### config.mk
export PLATFORM = sky130hd
export DESIGN_NAME = plcb_config_bank
export DESIGN_NICKNAME = d
export VERILOG_FILES = /design/src/hdl/plcb_retry_cnt.v /design/src/hdl/plcb_config_bank.v
export VERILOG_INCLUDE_DIRS = /design/src /design/src/hdl
export SDC_FILE = /design/constraint.sdc
export NUM_CORES = 1
export LEC_CHECK = 0
export BUFFER_PORTS_ARGS = -buffer_cell sky130_fd_sc_hd__buf_2
export CAP_MARGIN = 10
export CORE_MARGIN = 3
export CORE_UTILIZATION = 45
export CTS_BUF_LIST = sky130_fd_sc_hd__clkbuf_16
export CTS_CLUSTER_SIZE = 12
export DETAILED_ROUTE_END_ITERATION = 12
export PLACE_DENSITY = 0.68
export SYNTH_ARGS = -nofsm -noshare
export SYNTH_HDL_FRONTEND = slang
export SYNTH_SLANG_ARGS = --single-unit
export TNS_END_PERCENT = 20
### constraint.sdc
create_clock -name ref_clk_i -period 2.89 [get_ports ref_clk_i]
set_clock_uncertainty 0.1 [all_clocks]
set_input_delay 0.289 -clock ref_clk_i [delete_from_list [all_inputs] [get_ports ref_clk_i]]
set_output_delay 0.289 -clock ref_clk_i [all_outputs]
set_load 0.05 [all_outputs]
### src/hdl/plcb_defines.vh
`ifndef PLCB_DEFINES_VH
`define PLCB_DEFINES_VH

// Register byte addresses on the host serial control bus
`define PLCB_ADDR_CURR 8'h32
`define PLCB_ADDR_VOLT 8'h33
`define PLCB_ADDR_CONN 8'h34

// Reset values
`define PLCB_RST_CURR 8'hBF
`define PLCB_RST_VOLT 8'hA5
`define PLCB_RST_CONN 8'h3F

// Field positions
`define PLCB_MINCUR_BIT 7
`define PLCB_FORCE_BIT 6
`define PLCB_CURR_HI 5
`define PLCB_CURR_LO 0
`define PLCB_DISCH_BIT 7
`define PLCB_DROP_HI 6
`define PLCB_DROP_LO 4
`define PLCB_HLD_HI 3
`define PLCB_HLD_LO 2
`define PLCB_HREF_HI 1
`define PLCB_HREF_LO 0
`define PLCB_MON_BIT 7
`define PLCB_CONSEL_BIT 6
`define PLCB_REQRTY_HI 5
`define PLCB_REQRTY_LO 3
`define PLCB_PKTRTY_HI 2
`define PLCB_PKTRTY_LO 0

// Analog scale figures, in microamps and tenths of millivolts
`define PLCB_CURR_LSB_UA 3125
`define PLCB_CURR_FS_UA 200000
`define PLCB_DROP_BASE_DMV 500
`define PLCB_DROP_STEP_DMV 250
`define PLCB_HREF_BASE_DMV 1125
`define PLCB_HLD_BASE_DMV 500
`define PLCB_OFS_STEP_DMV 125

`endif

### src/hdl/plcb_retry_cnt.v
`timescale 1ns/100ps
// Counts master NACKs for one transfer item and flags when the limit is met
module plcb_retry_cnt #(
    parameter W = 8
) (
    input wire ref_clk_i,
    input wire reset_i,
    input wire start_i,
    input wire ack_i,
    input wire nack_i,
    input wire [W-1:0] limit_i,
    output reg retry_o,
    output reg error_o
);
    reg [W-1:0] cnt_r;
    wire [W-1:0] cnt_inc;
    assign cnt_inc = cnt_r + {{(W-1){1'b0}}, 1'b1};

    always @(posedge ref_clk_i or posedge reset_i)
    begin
        if (reset_i)
        begin
            cnt_r <= {W{1'b0}};
            retry_o <= 1'b0;
            error_o <= 1'b0;
        end
        else
        begin
            retry_o <= 1'b0;
            error_o <= 1'b0;
            if (start_i || ack_i)
                cnt_r <= {W{1'b0}};
            else if (nack_i)
            begin
                // Clear the count on reaching the limit so a misbehaving master cannot wrap it
                if (cnt_inc >= limit_i)
                begin
                    error_o <= 1'b1;
                    cnt_r <= {W{1'b0}};
                end
                else
                begin
                    retry_o <= 1'b1;
                    cnt_r <= cnt_inc;
                end
            end
        end
    end
endmodule

### src/hdl/plcb_config_bank.v
`timescale 1ns/100ps
`include "plcb_defines.vh"
module plcb_config_bank (
    input wire ref_clk_i,
    input wire reset_i,
    input wire wr_en_i,
    input wire rd_en_i,
    input wire [7:0] addr_i,
    input wire [7:0] wdata_i,
    input wire fifo_clr_wr_i,
    input wire rx_data_in_i,
    input wire charger_lower_i,
    input wire [5:0] charger_limit_i,
    input wire line_below_sys_i,
    input wire line_below_bat_i,
    input wire system_undervoltage_i,
    input wire detect_fsm_en_i,
    input wire line_supply_i,
    input wire presence_poll_i,
    input wire bulk_mode_i,
    input wire req_start_i,
    input wire req_ack_i,
    input wire req_nack_i,
    input wire pkt_start_i,
    input wire pkt_ack_i,
    input wire pkt_nack_i,
    input wire dout_req_i,
    output reg [7:0] rdata_o,
    output reg rvalid_o,
    output reg [5:0] line_input_current_limit_o,
    output reg discharge_en_o,
    output reg [2:0] dropout_sel_o,
    output reg [1:0] upper_limit_offset_sel_o,
    output reg [1:0] lower_limit_offset_sel_o,
    output reg monitor_line_o,
    output reg connected_o,
    output reg req_resend_o,
    output reg req_error_o,
    output reg pkt_retry_o,
    output reg pkt_error_o,
    output reg dout_req_nack_o,
    output reg rx_buffer_full_flag_o
);
    reg [7:0] link_current_limit_cfg_r;
    reg [7:0] link_voltage_threshold_cfg_r;
    reg [7:0] link_connect_retry_cfg_r;
    reg rx_full_r;
    reg [7:0] rdata_nxt;
    reg [5:0] limit_nxt;
    wire force_lim = link_current_limit_cfg_r[`PLCB_FORCE_BIT];
    wire min_cur = link_current_limit_cfg_r[`PLCB_MINCUR_BIT];
    wire [5:0] curr_field = link_current_limit_cfg_r[`PLCB_CURR_HI:`PLCB_CURR_LO];
    wire [2:0] req_code = link_connect_retry_cfg_r[`PLCB_REQRTY_HI:`PLCB_REQRTY_LO];
    wire [2:0] pkt_code = link_connect_retry_cfg_r[`PLCB_PKTRTY_HI:`PLCB_PKTRTY_LO];
    wire [8:0] req_limit = 9'h001 << req_code;
    wire [3:0] pkt_limit = {1'b0, pkt_code} + 4'h1;
    wire req_resend_w;
    wire req_error_w;
    wire pkt_retry_w;
    wire pkt_error_w;

    function hit;
        input [7:0] a;
        input [7:0] b;
        begin
            hit = (a == b);
        end
    endfunction

    // Register writes
    always @(posedge ref_clk_i or posedge reset_i)
    begin
        if (reset_i)
        begin
            link_current_limit_cfg_r <= `PLCB_RST_CURR;
            link_voltage_threshold_cfg_r <= `PLCB_RST_VOLT;
            link_connect_retry_cfg_r <= `PLCB_RST_CONN;
        end
        else if (wr_en_i)
        begin
            if (hit(addr_i, `PLCB_ADDR_CURR))
                link_current_limit_cfg_r <= wdata_i;
            if (hit(addr_i, `PLCB_ADDR_VOLT))
                link_voltage_threshold_cfg_r <= wdata_i;
            if (hit(addr_i, `PLCB_ADDR_CONN))
                link_connect_retry_cfg_r <= wdata_i;
        end
    end

    // Readback; unmapped addresses return zero
    always @*
    begin
        rdata_nxt = 8'h00;
        if (hit(addr_i, `PLCB_ADDR_CURR))
            rdata_nxt = link_current_limit_cfg_r;
        else if (hit(addr_i, `PLCB_ADDR_VOLT))
            rdata_nxt = link_voltage_threshold_cfg_r;
        else if (hit(addr_i, `PLCB_ADDR_CONN))
            rdata_nxt = link_connect_retry_cfg_r;
    end

    // Effective current limit code; 3.125 mA per code
    always @*
    begin
        limit_nxt = curr_field;
        if (!force_lim)
        begin
            // Internal control may only lower, never raise, the programmed cap
            if (charger_lower_i && (charger_limit_i < curr_field))
                limit_nxt = charger_limit_i;
            if (min_cur && (line_below_sys_i || line_below_bat_i))
                limit_nxt = 6'h00;
        end
    end

    plcb_retry_cnt #(.W(9)) u_req_cnt (
        .ref_clk_i(ref_clk_i),
        .reset_i(reset_i),
        .start_i(req_start_i),
        .ack_i(req_ack_i),
        .nack_i(req_nack_i && bulk_mode_i),
        .limit_i(req_limit),
        .retry_o(req_resend_w),
        .error_o(req_error_w)
    );

    plcb_retry_cnt #(.W(4)) u_pkt_cnt (
        .ref_clk_i(ref_clk_i),
        .reset_i(reset_i),
        .start_i(pkt_start_i),
        .ack_i(pkt_ack_i),
        .nack_i(pkt_nack_i && bulk_mode_i),
        .limit_i(pkt_limit),
        .retry_o(pkt_retry_w),
        .error_o(pkt_error_w)
    );

    // Read data and analog control selectors
    always @(posedge ref_clk_i or posedge reset_i)
    begin
        if (reset_i)
        begin
            rdata_o <= 8'h00;
            rvalid_o <= 1'b0;
            line_input_current_limit_o <= 6'h00;
            discharge_en_o <= 1'b0;
            dropout_sel_o <= 3'h0;
            upper_limit_offset_sel_o <= 2'h0;
            lower_limit_offset_sel_o <= 2'h0;
        end
        else
        begin
            rdata_o <= rd_en_i ? rdata_nxt : rdata_o;
            rvalid_o <= rd_en_i;
            line_input_current_limit_o <= limit_nxt;
            discharge_en_o <= link_voltage_threshold_cfg_r[`PLCB_DISCH_BIT] && system_undervoltage_i;
            dropout_sel_o <= link_voltage_threshold_cfg_r[`PLCB_DROP_HI:`PLCB_DROP_LO];
            upper_limit_offset_sel_o <= link_voltage_threshold_cfg_r[`PLCB_HREF_HI:`PLCB_HREF_LO];
            lower_limit_offset_sel_o <= link_voltage_threshold_cfg_r[`PLCB_HLD_HI:`PLCB_HLD_LO];
        end
    end

    // Line monitoring and connection state
    always @(posedge ref_clk_i or posedge reset_i)
    begin
        if (reset_i)
        begin
            monitor_line_o <= 1'b0;
            connected_o <= 1'b0;
        end
        else
        begin
            monitor_line_o <= !detect_fsm_en_i && line_supply_i
                && !link_connect_retry_cfg_r[`PLCB_MON_BIT];
            // Connection drops whenever line power goes away
            if (!line_supply_i)
                connected_o <= 1'b0;
            else if (link_connect_retry_cfg_r[`PLCB_CONSEL_BIT] || presence_poll_i)
                connected_o <= 1'b1;
        end
    end

    // Retry answers, re-timed so every top-level output leaves a flip-flop here
    always @(posedge ref_clk_i or posedge reset_i)
    begin
        if (reset_i)
        begin
            req_resend_o <= 1'b0;
            req_error_o <= 1'b0;
            pkt_retry_o <= 1'b0;
            pkt_error_o <= 1'b0;
        end
        else
        begin
            req_resend_o <= req_resend_w;
            req_error_o <= req_error_w;
            pkt_retry_o <= pkt_retry_w;
            pkt_error_o <= pkt_error_w;
        end
    end

    // Receive buffer full flag and refusal of data-output requests
    always @(posedge ref_clk_i or posedge reset_i)
    begin
        if (reset_i)
        begin
            dout_req_nack_o <= 1'b0;
            rx_full_r <= 1'b0;
            rx_buffer_full_flag_o <= 1'b0;
        end
        else
        begin
            dout_req_nack_o <= dout_req_i && rx_full_r;
            // New data wins over a clear in the same cycle
            if (rx_data_in_i)
                rx_full_r <= 1'b1;
            else if (fifo_clr_wr_i)
                rx_full_r <= 1'b0;
            rx_buffer_full_flag_o <= rx_data_in_i || (rx_full_r && !fifo_clr_wr_i);
        end
    end
endmodule

-- Yosys cells after proc, flatten, opt, wreduce, memory -nomap -nowiden
Index checks and enable logic that the tools add are counted.
- register bits: 73
- input port bits: 43
- output and inout port bits: 31
- logic and storage cells: 87
- add/sub/neg operators: 3
- magnitude comparators: 3
- equal/unequal tests: 4
- shift-type cells: 1
- muxes and demuxes: 28
- reduce and logical (&&, ||, !) cells: 23
- operators by type and width (kind ; count):
    two-way mux 9 bit ; 3
    == test 8 x 6 -> 1 bit, second input constant ; 3
    two-way mux 8 bit ; 3
    two-way mux 6 bit ; 3
    two-way mux 1 bit ; 16
    two-way mux 4 bit ; 3
    adder 9 x 1 -> 9 bit, second input constant ; 1
    >= comparator 9 bit ; 1
    logical AND 1 bit ; 9
    << shifter 1 x 3 -> 9 bit, first input constant ; 1
    less-than comparator 6 bit ; 1
    AND reduction 2 bit ; 3
    nonzero test 2 bit ; 3
    logical OR 1 bit ; 5
    adder 3 x 1 -> 4 bit, second input constant ; 1
    adder 4 x 1 -> 4 bit, second input constant ; 1
    >= comparator 4 bit ; 1
    logical NOT 1 bit ; 3
    != test 2 x 1 -> 1 bit, second input constant ; 1

-- Logic depth before layout (Yosys ltp)
Gate-level depths: netlist of the first run.
- depth after elaboration: 5
- depth in mapped cells: 10
- depth with buffers taken out: 10

-- Cells and area by module
A second synthesis of the first run with hierarchy kept.
- cells, all modules: 344
- area, all modules: 3827.4 µm²
- modules (own cells, without submodules) (module ; times used ; cells each ; area an instance (µm²) ; sequential area each (µm²)):
    plcb_config_bank ; 1 ; 206 ; 2533.7 ; 1422.6
    plcb_retry_cnt (u_req_cnt) ; 1 ; 95 ; 857.1 ; 275.3
    plcb_retry_cnt (u_pkt_cnt) ; 1 ; 43 ; 436.7 ; 150.1

-- Least setup slack after synthesis of the first run
No wires, ideal clock.
- path kind: register -> register
- start: register link_connect_retry_cfg_r[5]
- end: register u_req_cnt.cnt_r[2]
- library setup time: 0.069 ns
- arrival time: 2.458 ns
- data required time: 2.721 ns
- slack: 0.263 ns
- cell stages (with the launch flop): 9
- path buffers: 1
- clock period less this slack: 2.627 ns
- cell sequence: dfstp_2 > clkbuf_1 > or3b_2 > ha_1 > a211oi_2 > o211ai_1 > o221a_2 > nor3_4 > a32o_1
- word-level cells in the longest chain between the ends: 5
- RTL lines (item ; RTL line ; source):
    start: declaration ; plcb_config_bank.v:46 ; reg [7:0] link_connect_retry_cfg_r;
    start signal: assignment ; plcb_config_bank.v:77 ; link_connect_retry_cfg_r <= `PLCB_RST_CONN;
    start signal: assignment ; plcb_config_bank.v:86 ; link_connect_retry_cfg_r <= wdata_i;
    << shifter 1 x 3 -> 9 bit ; plcb_config_bank.v:55 ; wire [8:0] req_limit = 9'h001 << req_code;
    >= comparator 9 bit ; plcb_retry_cnt.v:36 ; if (cnt_inc >= limit_i)
    two-way mux 9 bit ; plcb_retry_cnt.v:36 ;
    two-way mux 9 bit ; plcb_retry_cnt.v:33 ; else if (nack_i)
    two-way mux 9 bit ; plcb_retry_cnt.v:31 ; if (start_i || ack_i)
    end signal: assignment ; plcb_retry_cnt.v:32 ; cnt_r <= {W{1'b0}};
    end signal: assignment ; plcb_retry_cnt.v:39 ; cnt_r <= {W{1'b0}};
    end signal: assignment ; plcb_retry_cnt.v:44 ; cnt_r <= cnt_inc;
    end: declaration ; plcb_retry_cnt.v:15 ; reg [W-1:0] cnt_r;
No other way between the ends. The select of a mux whose other input is x is not followed.
A chain may end at the register's enable or synchronous reset.

-- Worst setup path after layout of the first run
Ends and elaborated chain as after synthesis.

==> summary.txt, run 1 <==
==========================================================================================
Post-route antenna net violation count ......................................            0
Register-to-Register Setup Slack ............................................      0.20 ns
Combined area of all synthesized cells ......................................     3570 µm²
Synthesis-to-layout area growth .............................................        22.7%
Starting density of the core ................................................        47.7%
Normalized max-slew margin ..................................................        56.3%
Buffers on Ports ............................................................           73
Layout cell share with drive strength beyond 1 ..............................        39.5%
Total global routing overflow ...............................................            0
Placed cell count ...........................................................          458
Number of levels in the clock H-tree ........................................            3
Initial DRC count ...........................................................          113
Outcome ..................................................................... finished clean
Share of the yosys chip area belonging to registers .........................        51.8%
Worst voltage drop across the vdd grid ......................................     0.358 mV
Clock edge transition at the registers on the reported setup and hold paths .      0.06 ns
Root buffer cell ............................................................    clkbuf_16
Warning count from the yosys run ............................................            0
Area of the core ............................................................     7490 µm²
Average detailed-routed wire length per instance ............................      15.9 µm
Pin count of the biggest net entering global routing ........................           74
Detailed-route wire length ..................................................      7580 µm
Maximum clock rate ..........................................................      372 MHz
FILL cells ..................................................................          621
Vias in the first global route ..............................................         2559
Cell area after layout ......................................................     4380 µm²
Number of maximum-capacitance violations ....................................            0
Post-synthesis area per instance ............................................     12.3 µm²
Detailed-routing iteration count for the pre-antenna-repair pass ............            4
Worst Path Required .........................................................      3.05 ns
Tmin final ..................................................................      2.69 ns
Wire length of the first global-routing pass ................................     12300 µm
Setup violations, final .....................................................            0
Crit Path Category ..........................................................   reg -> reg
Most area-hungry cell type in the Yosys netlist .............................      dfrtp_1
Number of antenna violations at the first check in global routing ...........            0
Latest clock arrival within the worst-skew pair .............................      0.33 ns
Post-synthesis async set-or-reset flop share ................................         100%
Placer congestion estimate ..................................................        0.796
Number of buffers on the longest clock path .................................            2
Full die area ...............................................................     9040 µm²
Standard cell area after detailed placement .................................     4050 µm²
Die Y .......................................................................      95.1 µm
Crit path max fanout ........................................................           10
Setup repair after global routing missed its margin .........................           no
Die W .......................................................................      95.1 µm
Synth top area cells ........................................................ dfrtp_1 (39%), dfstp_2 (13%), mux2_2 (7.3%), ha_1 (7.0%), a32o_1 (3.4%)
Max-slew violation count ....................................................            0
Arr. time, crit path ........................................................      2.85 ns
Final worst path period share ...............................................        92.9%
Number of top-level design ports ............................................           74
Leakage dissipation .........................................................      2.13 nW
Final count of hold timing violations .......................................            0
Flip-flop and latch count after synthesis ...................................           73
Count of flip-flops with a built-in enable after synthesis ..................            0
DRC violations left .........................................................            0
Final hold slack ............................................................    0.0518 ns
Final net count .............................................................          435
Number of non-filler instances in the completed layout ......................          476
Diodes inserted .............................................................            0
CTS tree ....................................................................         done
Multi-input logic area ......................................................     1610 µm²
Overall global routing resource usage .......................................        18.1%
Ranking of synthesized cells by instance count .............................. dfrtp_1 (56), mux2_2 (23), inv_1 (21), ha_1 (20), nand2_1 (20)
Final setup TNS .............................................................         0 ns
Total power divided by cell area ............................................   575 nW/µm²
Number of nets produced by synthesis ........................................          354
Top-area cell type share of the netlist area ................................        39.3%
Class of the tightest hold or removal check .................................    in -> reg
Slew at the pin with the worst max-slew slack ...............................     0.654 ns
Unique cell type count in the Yosys netlist .................................           50
Via density per instance ....................................................         5.37
TritonCTS Sinks .............................................................           73
Final HPWL from detailed placement ..........................................      5550 µm
Gates resized, CTS repair ...................................................            0
Primary flip-flop cell chosen by synthesis mapping ..........................      dfrtp_1
Most common cell in the synthesized netlist .................................      dfrtp_1
Number of instances in the synthesized netlist ..............................          291
Via count ...................................................................         2558
Sort of element at the start of the critical path ...........................         flop
Setup Buffers After CTS .....................................................            0
Row count ...................................................................           31
Area occupied by registers ..................................................     1850 µm²
Crit end category ...........................................................         flop
CTS buffer count ............................................................            9
==========================================================================================
[repair_timing]
item / in CTS / in global routing
setup endpoints to repair: 0 / 0
endpoints found under the hold margin: 57 / 0
hold buffers: 2 / 0
[layout make-up]
| class | instances | area share [%] |
|---|---|---|
| flip-flops and latches | 73 | 42.2 |
| multi-input cells | 190 | 36.7 |
| repair buffers | 77 | 9.42 |
| clock buffers | 9 | 5.14 |
| well taps | 99 | 2.83 |
| clock inverters | 7 | 1.97 |
| inverters | 21 | 1.80 |
[state kept, by name (all words and copies together) (netlist names), 3 cells and up]
name                          flops
dropout_sel_o                     3
link_voltage_threshold_cfg_r      8
link_connect_retry_cfg_r          8
link_current_limit_cfg_r          8
u_pkt_cnt.cnt_r                   4
line_input_current_limit_o        6
u_req_cnt.cnt_r                   9
rdata_o                           8
[cell families after synthesis]
logic type	synth area share (%)
buffers and inverters	3.22
xor gates and xnor gates	2.45
AOI/OAI and AO/OA	14.1
adders and majority gates	7.01
and+or+nand+nor	13.2
DFF	51.8
muxes	8.27
[report_power, final]
group	leakage, nW	internal [mW]	switching [mW]	total, mW
logic	1.03	0.0966	0.176	0.273
registers	0.939	1.07	0.0239	1.09
clock network	0.158	0.747	0.410	1.16
total	2.13	1.91	0.610	2.52
[cell usage in the layout, fill, tap and decap left out, types with 3 or more instances in the layout]
cell type  count
a32o_1        12
nand3_1        9
nand3b_1       3
o21ai_0       15
xnor2_1        5
buf_2         73
clkbuf_16      9
a22o_1         6
nand2_1       20
o2111ai_1      8
nand4_1        3
o21a_1         3
nor2_1        11
xor2_1         5
mux2_2        23
dfstp_2       17
ha_1          20
inv_1         21
a21oi_1        4
a21o_1         3
dfrtp_1       56
and2_1         3
nand2b_1       7
[through the flow]
stage          worst slack, ns  util, %  total power, mW
3_5_place_dp             0.230     54.1             1.38
3_3_place_gp             0.291     54.1             1.38
6_report                 0.205     58.5             2.52
4_1_cts                  0.222     58.5             2.55
5_1_grt                  0.137     58.5             2.63
2_1_floorplan            0.263        -             1.29
[worst paths after layout]
check | startpoint | endpoint | cells past startpoint
max in group asynchronous | reset_i | link_connect_retry_cfg_r[4] | 4
worst min register to register | u_pkt_cnt.retry_o | pkt_retry_o | 0
worst max-delay path | link_connect_retry_cfg_r[5] | u_req_cnt.cnt_r[2] | 7
worst min-delay path | rx_data_in_i | rx_buffer_full_flag_o | 2
worst max register to register | link_connect_retry_cfg_r[5] | u_req_cnt.cnt_r[2] | 7
min in group asynchronous | reset_i | pkt_error_o | 4
[metal layers]
metal	track usage [%]	wire, µm	vias up
li1	-	-	1227
met1	24.2	3460	1264
met2	28.4	3630	58
met3	4.18	376	9
met4	7.09	116	0
met5	0	0	-
[critical path, stage by stage, from the launching register on]
cell	delay, ns
dfstp_2	0.61
or3b_2	0.47
ha_1	0.33
a211oi_2	0.19
o211ai_1	0.12
o221a_2	0.27
nor3_4	0.31
a32o_1	0.23
Power figures use the tool's default switching activity.
==> run 2: changes to the inputs <==
--- a/config.mk
+++ b/config.mk
@@ -10,9 +10,10 @@
 export CAP_MARGIN = 10
 export CORE_MARGIN = 3
 export CORE_UTILIZATION = 45
-export CTS_BUF_LIST = sky130_fd_sc_hd__clkbuf_16
+export CTS_BUF_LIST = sky130_fd_sc_hd__clkbuf_8
 export CTS_CLUSTER_SIZE = 12
 export DETAILED_ROUTE_END_ITERATION = 12
+export HOLD_SLACK_MARGIN = 0.03
 export PLACE_DENSITY = 0.68
 export SYNTH_ARGS = -nofsm -noshare
 export SYNTH_HDL_FRONTEND = slang
==> run 2 against run 1 <==
Sequential power about the same. Via count fell by 1.1%. Design area shrank 1.9%. Worst setup slack got worse by 0.011 ns. Die area did not move. Largest power group is now registers. Utilization decreased by 1.1 points. Fmax down 0.40%. Highest routed layer unchanged. Critical path depth stayed put. Routed wire length is 0.45% lower. Combinational power barely moved. Non-clock buffer count grew 1. Critical endpoint unchanged.
==> summary.txt, run 2 (same netlist as run 1, synthesis figures left out) <==
==========================================================================================
Detailed-routing iteration count for the pre-antenna-repair pass ............            4   unchanged
CTS buffer count ............................................................            9   unchanged
Tmin final ..................................................................      2.70 ns   was 2.69 ns
Crit path max fanout ........................................................           10   unchanged
Starting density of the core ................................................        47.7%   unchanged
Root buffer cell ............................................................     clkbuf_8   was clkbuf_16
Worst Path Required .........................................................      3.07 ns   was 3.05 ns
Startpoint of the worst hold path ........................................... system_undervoltage_i   was rx_data_in_i
Number of top-level design ports ............................................           74   unchanged
Sort of element at the start of the critical path ...........................         flop   unchanged
Final count of hold timing violations .......................................            0   unchanged
Leakage dissipation .........................................................      2.09 nW   was 2.13 nW
Pin count of the biggest net entering global routing ........................           74   unchanged
Area of the core ............................................................     7490 µm²   unchanged
Vias in the first global route ..............................................         2552   was 2559
Diodes inserted .............................................................            0   unchanged
Number of antenna violations at the first check in global routing ...........            0   unchanged
Clock edge transition at the registers on the reported setup and hold paths .      0.08 ns   was 0.06 ns
Final worst path period share ...............................................        93.3%   was 92.9%
Number of maximum-capacitance violations ....................................            0   unchanged
Number of buffers on the longest clock path .................................            2   unchanged
Via count ...................................................................         2531   was 2558
Most common cell after layout, fill and taps aside ..........................        buf_2   unchanged
Worst hold path stage count .................................................            2   unchanged
Initial DRC count ...........................................................          106   was 113
Class of the tightest hold or removal check .................................    in -> reg   unchanged
Buffers on Ports ............................................................           73   unchanged
Standard cell area after detailed placement .................................     4050 µm²   unchanged
CTS tree ....................................................................         done   unchanged
Slew at the pin with the worst max-slew slack ...............................     0.637 ns   was 0.654 ns
Gates resized, CTS repair ...................................................            0   unchanged
Die Y .......................................................................      95.1 µm   unchanged
Cell area after layout ......................................................     4300 µm²   was 4380 µm²
Setup violations, final .....................................................            0   unchanged
Total global routing overflow ...............................................            0   unchanged
Arr. time, crit path ........................................................      2.87 ns   was 2.85 ns
Average detailed-routed wire length per instance ............................      15.8 µm   was 15.9 µm
Maximum clock rate ..........................................................      371 MHz   was 372 MHz
Register-to-Register Setup Slack ............................................      0.19 ns   was 0.20 ns
Synthesis-to-layout area growth .............................................        20.5%   was 22.7%
Worst flop-to-flop path startpoint .......................................... link_connect_retry_cfg_r[5]   unchanged
Max-slew violation count ....................................................            0   unchanged
Design Power ................................................................      2.24 mW   was 2.52 mW
Placer congestion estimate ..................................................        0.796   unchanged
Final HPWL from detailed placement ..........................................      5550 µm   unchanged
Crit Path Category ..........................................................   reg -> reg   unchanged
Overall global routing resource usage .......................................        17.9%   was 18.1%
Via density per instance ....................................................         5.31   was 5.37
Outcome ..................................................................... finished clean   unchanged
Number of non-filler instances in the completed layout ......................          477   was 476
Final setup TNS .............................................................         0 ns   unchanged
Number of flip-flops in the largest register ................................            9   unchanged
Reg2reg path depth ..........................................................            7   unchanged
Layout cell share with drive strength beyond 1 ..............................        39.7%   was 39.5%
Latest clock arrival within the worst-skew pair .............................      0.34 ns   was 0.33 ns
Number of levels in the clock H-tree ........................................            3   unchanged
Wire length of the first global-routing pass ................................     12200 µm   was 12300 µm
Placed cell count ...........................................................          458   unchanged
Setup repair after global routing missed its margin .........................           no   unchanged
Row count ...................................................................           31   unchanged
Final hold slack ............................................................    0.0576 ns   was 0.0518 ns
Final net count .............................................................          436   was 435
DRC violations left .........................................................            0   unchanged
Crit end category ...........................................................         flop   unchanged
Worst hold path endpoint .................................................... discharge_en_o   was rx_buffer_full_flag_o
Most flops, register ........................................................ u_req_cnt.cnt_r   unchanged
Highest-count cells in the layout ignoring fill and taps .................... buf_2 (73), dfrtp_1 (56), mux2_2 (23)   unchanged
Post-route antenna net violation count ......................................            0   unchanged
Total power divided by cell area ............................................   521 nW/µm²   was 575 nW/µm²
Full die area ...............................................................     9040 µm²   unchanged
Detailed-route wire length ..................................................      7540 µm   was 7580 µm
R2r endpoint ................................................................ u_req_cnt.cnt_r[2]   unchanged
Die W .......................................................................      95.1 µm   unchanged
Worst voltage drop across the vdd grid ......................................     0.325 mV   was 0.358 mV
TritonCTS Sinks .............................................................           73   unchanged
Normalized max-slew margin ..................................................        57.4%   was 56.3%
==========================================================================================
-- run 2: report_power, final --
group          leakage [nW]  switching (mW)  internal, mW
clock                 0.117           0.374         0.505
combinational          1.04           0.176        0.0975
sequential            0.939          0.0237          1.07
total                  2.09           0.574          1.67
-- run 2: timing repair --
item,in CTS,in global routing
hold endpoints to repair,59,0
buffers inserted,0,0
hold buffers,3,0
-- run 2: metal layers --
metal	GRT usage, %	vias to the layer above	routed length [µm]
li1	-	1228	-
met1	24.2	1228	3430
met2	28.0	62	3630
met3	3.87	13	372
met4	7.09	0	114
met5	0	-	0
-- run 2: critical path, cell delays in order, from the launching register on --
cell,delay (ns)
dfstp_2,0.61
or3b_2,0.46
ha_1,0.33
a211oi_2,0.19
o211ai_1,0.12
o221a_2,0.27
nor3_4,0.32
a32o_1,0.23
-- run 2: worst max-delay path by stage --
stage                     cells after the start                         from  slack, ns                  to
after floorplan                               8  link_connect_retry_cfg_r[5]       0.26  u_req_cnt.cnt_r[2]
after detailed placement                      7  link_connect_retry_cfg_r[5]       0.23  u_req_cnt.cnt_r[2]
final                                         7  link_connect_retry_cfg_r[5]       0.19  u_req_cnt.cnt_r[2]
after CTS                                     7  link_connect_retry_cfg_r[5]       0.22  u_req_cnt.cnt_r[2]
after global routing                          9           u_req_cnt.cnt_r[0]       0.12  u_req_cnt.cnt_r[3]
after global placement                        7  link_connect_retry_cfg_r[5]       0.29  u_req_cnt.cnt_r[2]
-- run 2: through the flow --
step                util (%)  setup WS [ns]
finish                  57.4          0.194
global route            57.4          0.119
CTS                     57.4          0.217
detailed placement      54.1          0.230
global placement        54.1          0.291
floorplan                  -          0.263
-- run 2: cell type report --
| type | count | area, µm² |
|---|---|---|
| fill | 634 | 3190 |
| sequential | 73 | 1850 |
| multi-input combinational | 190 | 1610 |
| timing repair buffer | 78 | 423 |
| clock buffer | 10 | 138 |
| tap | 99 | 124 |
| clock inverter | 6 | 82.6 |
| inverter | 21 | 78.8 |
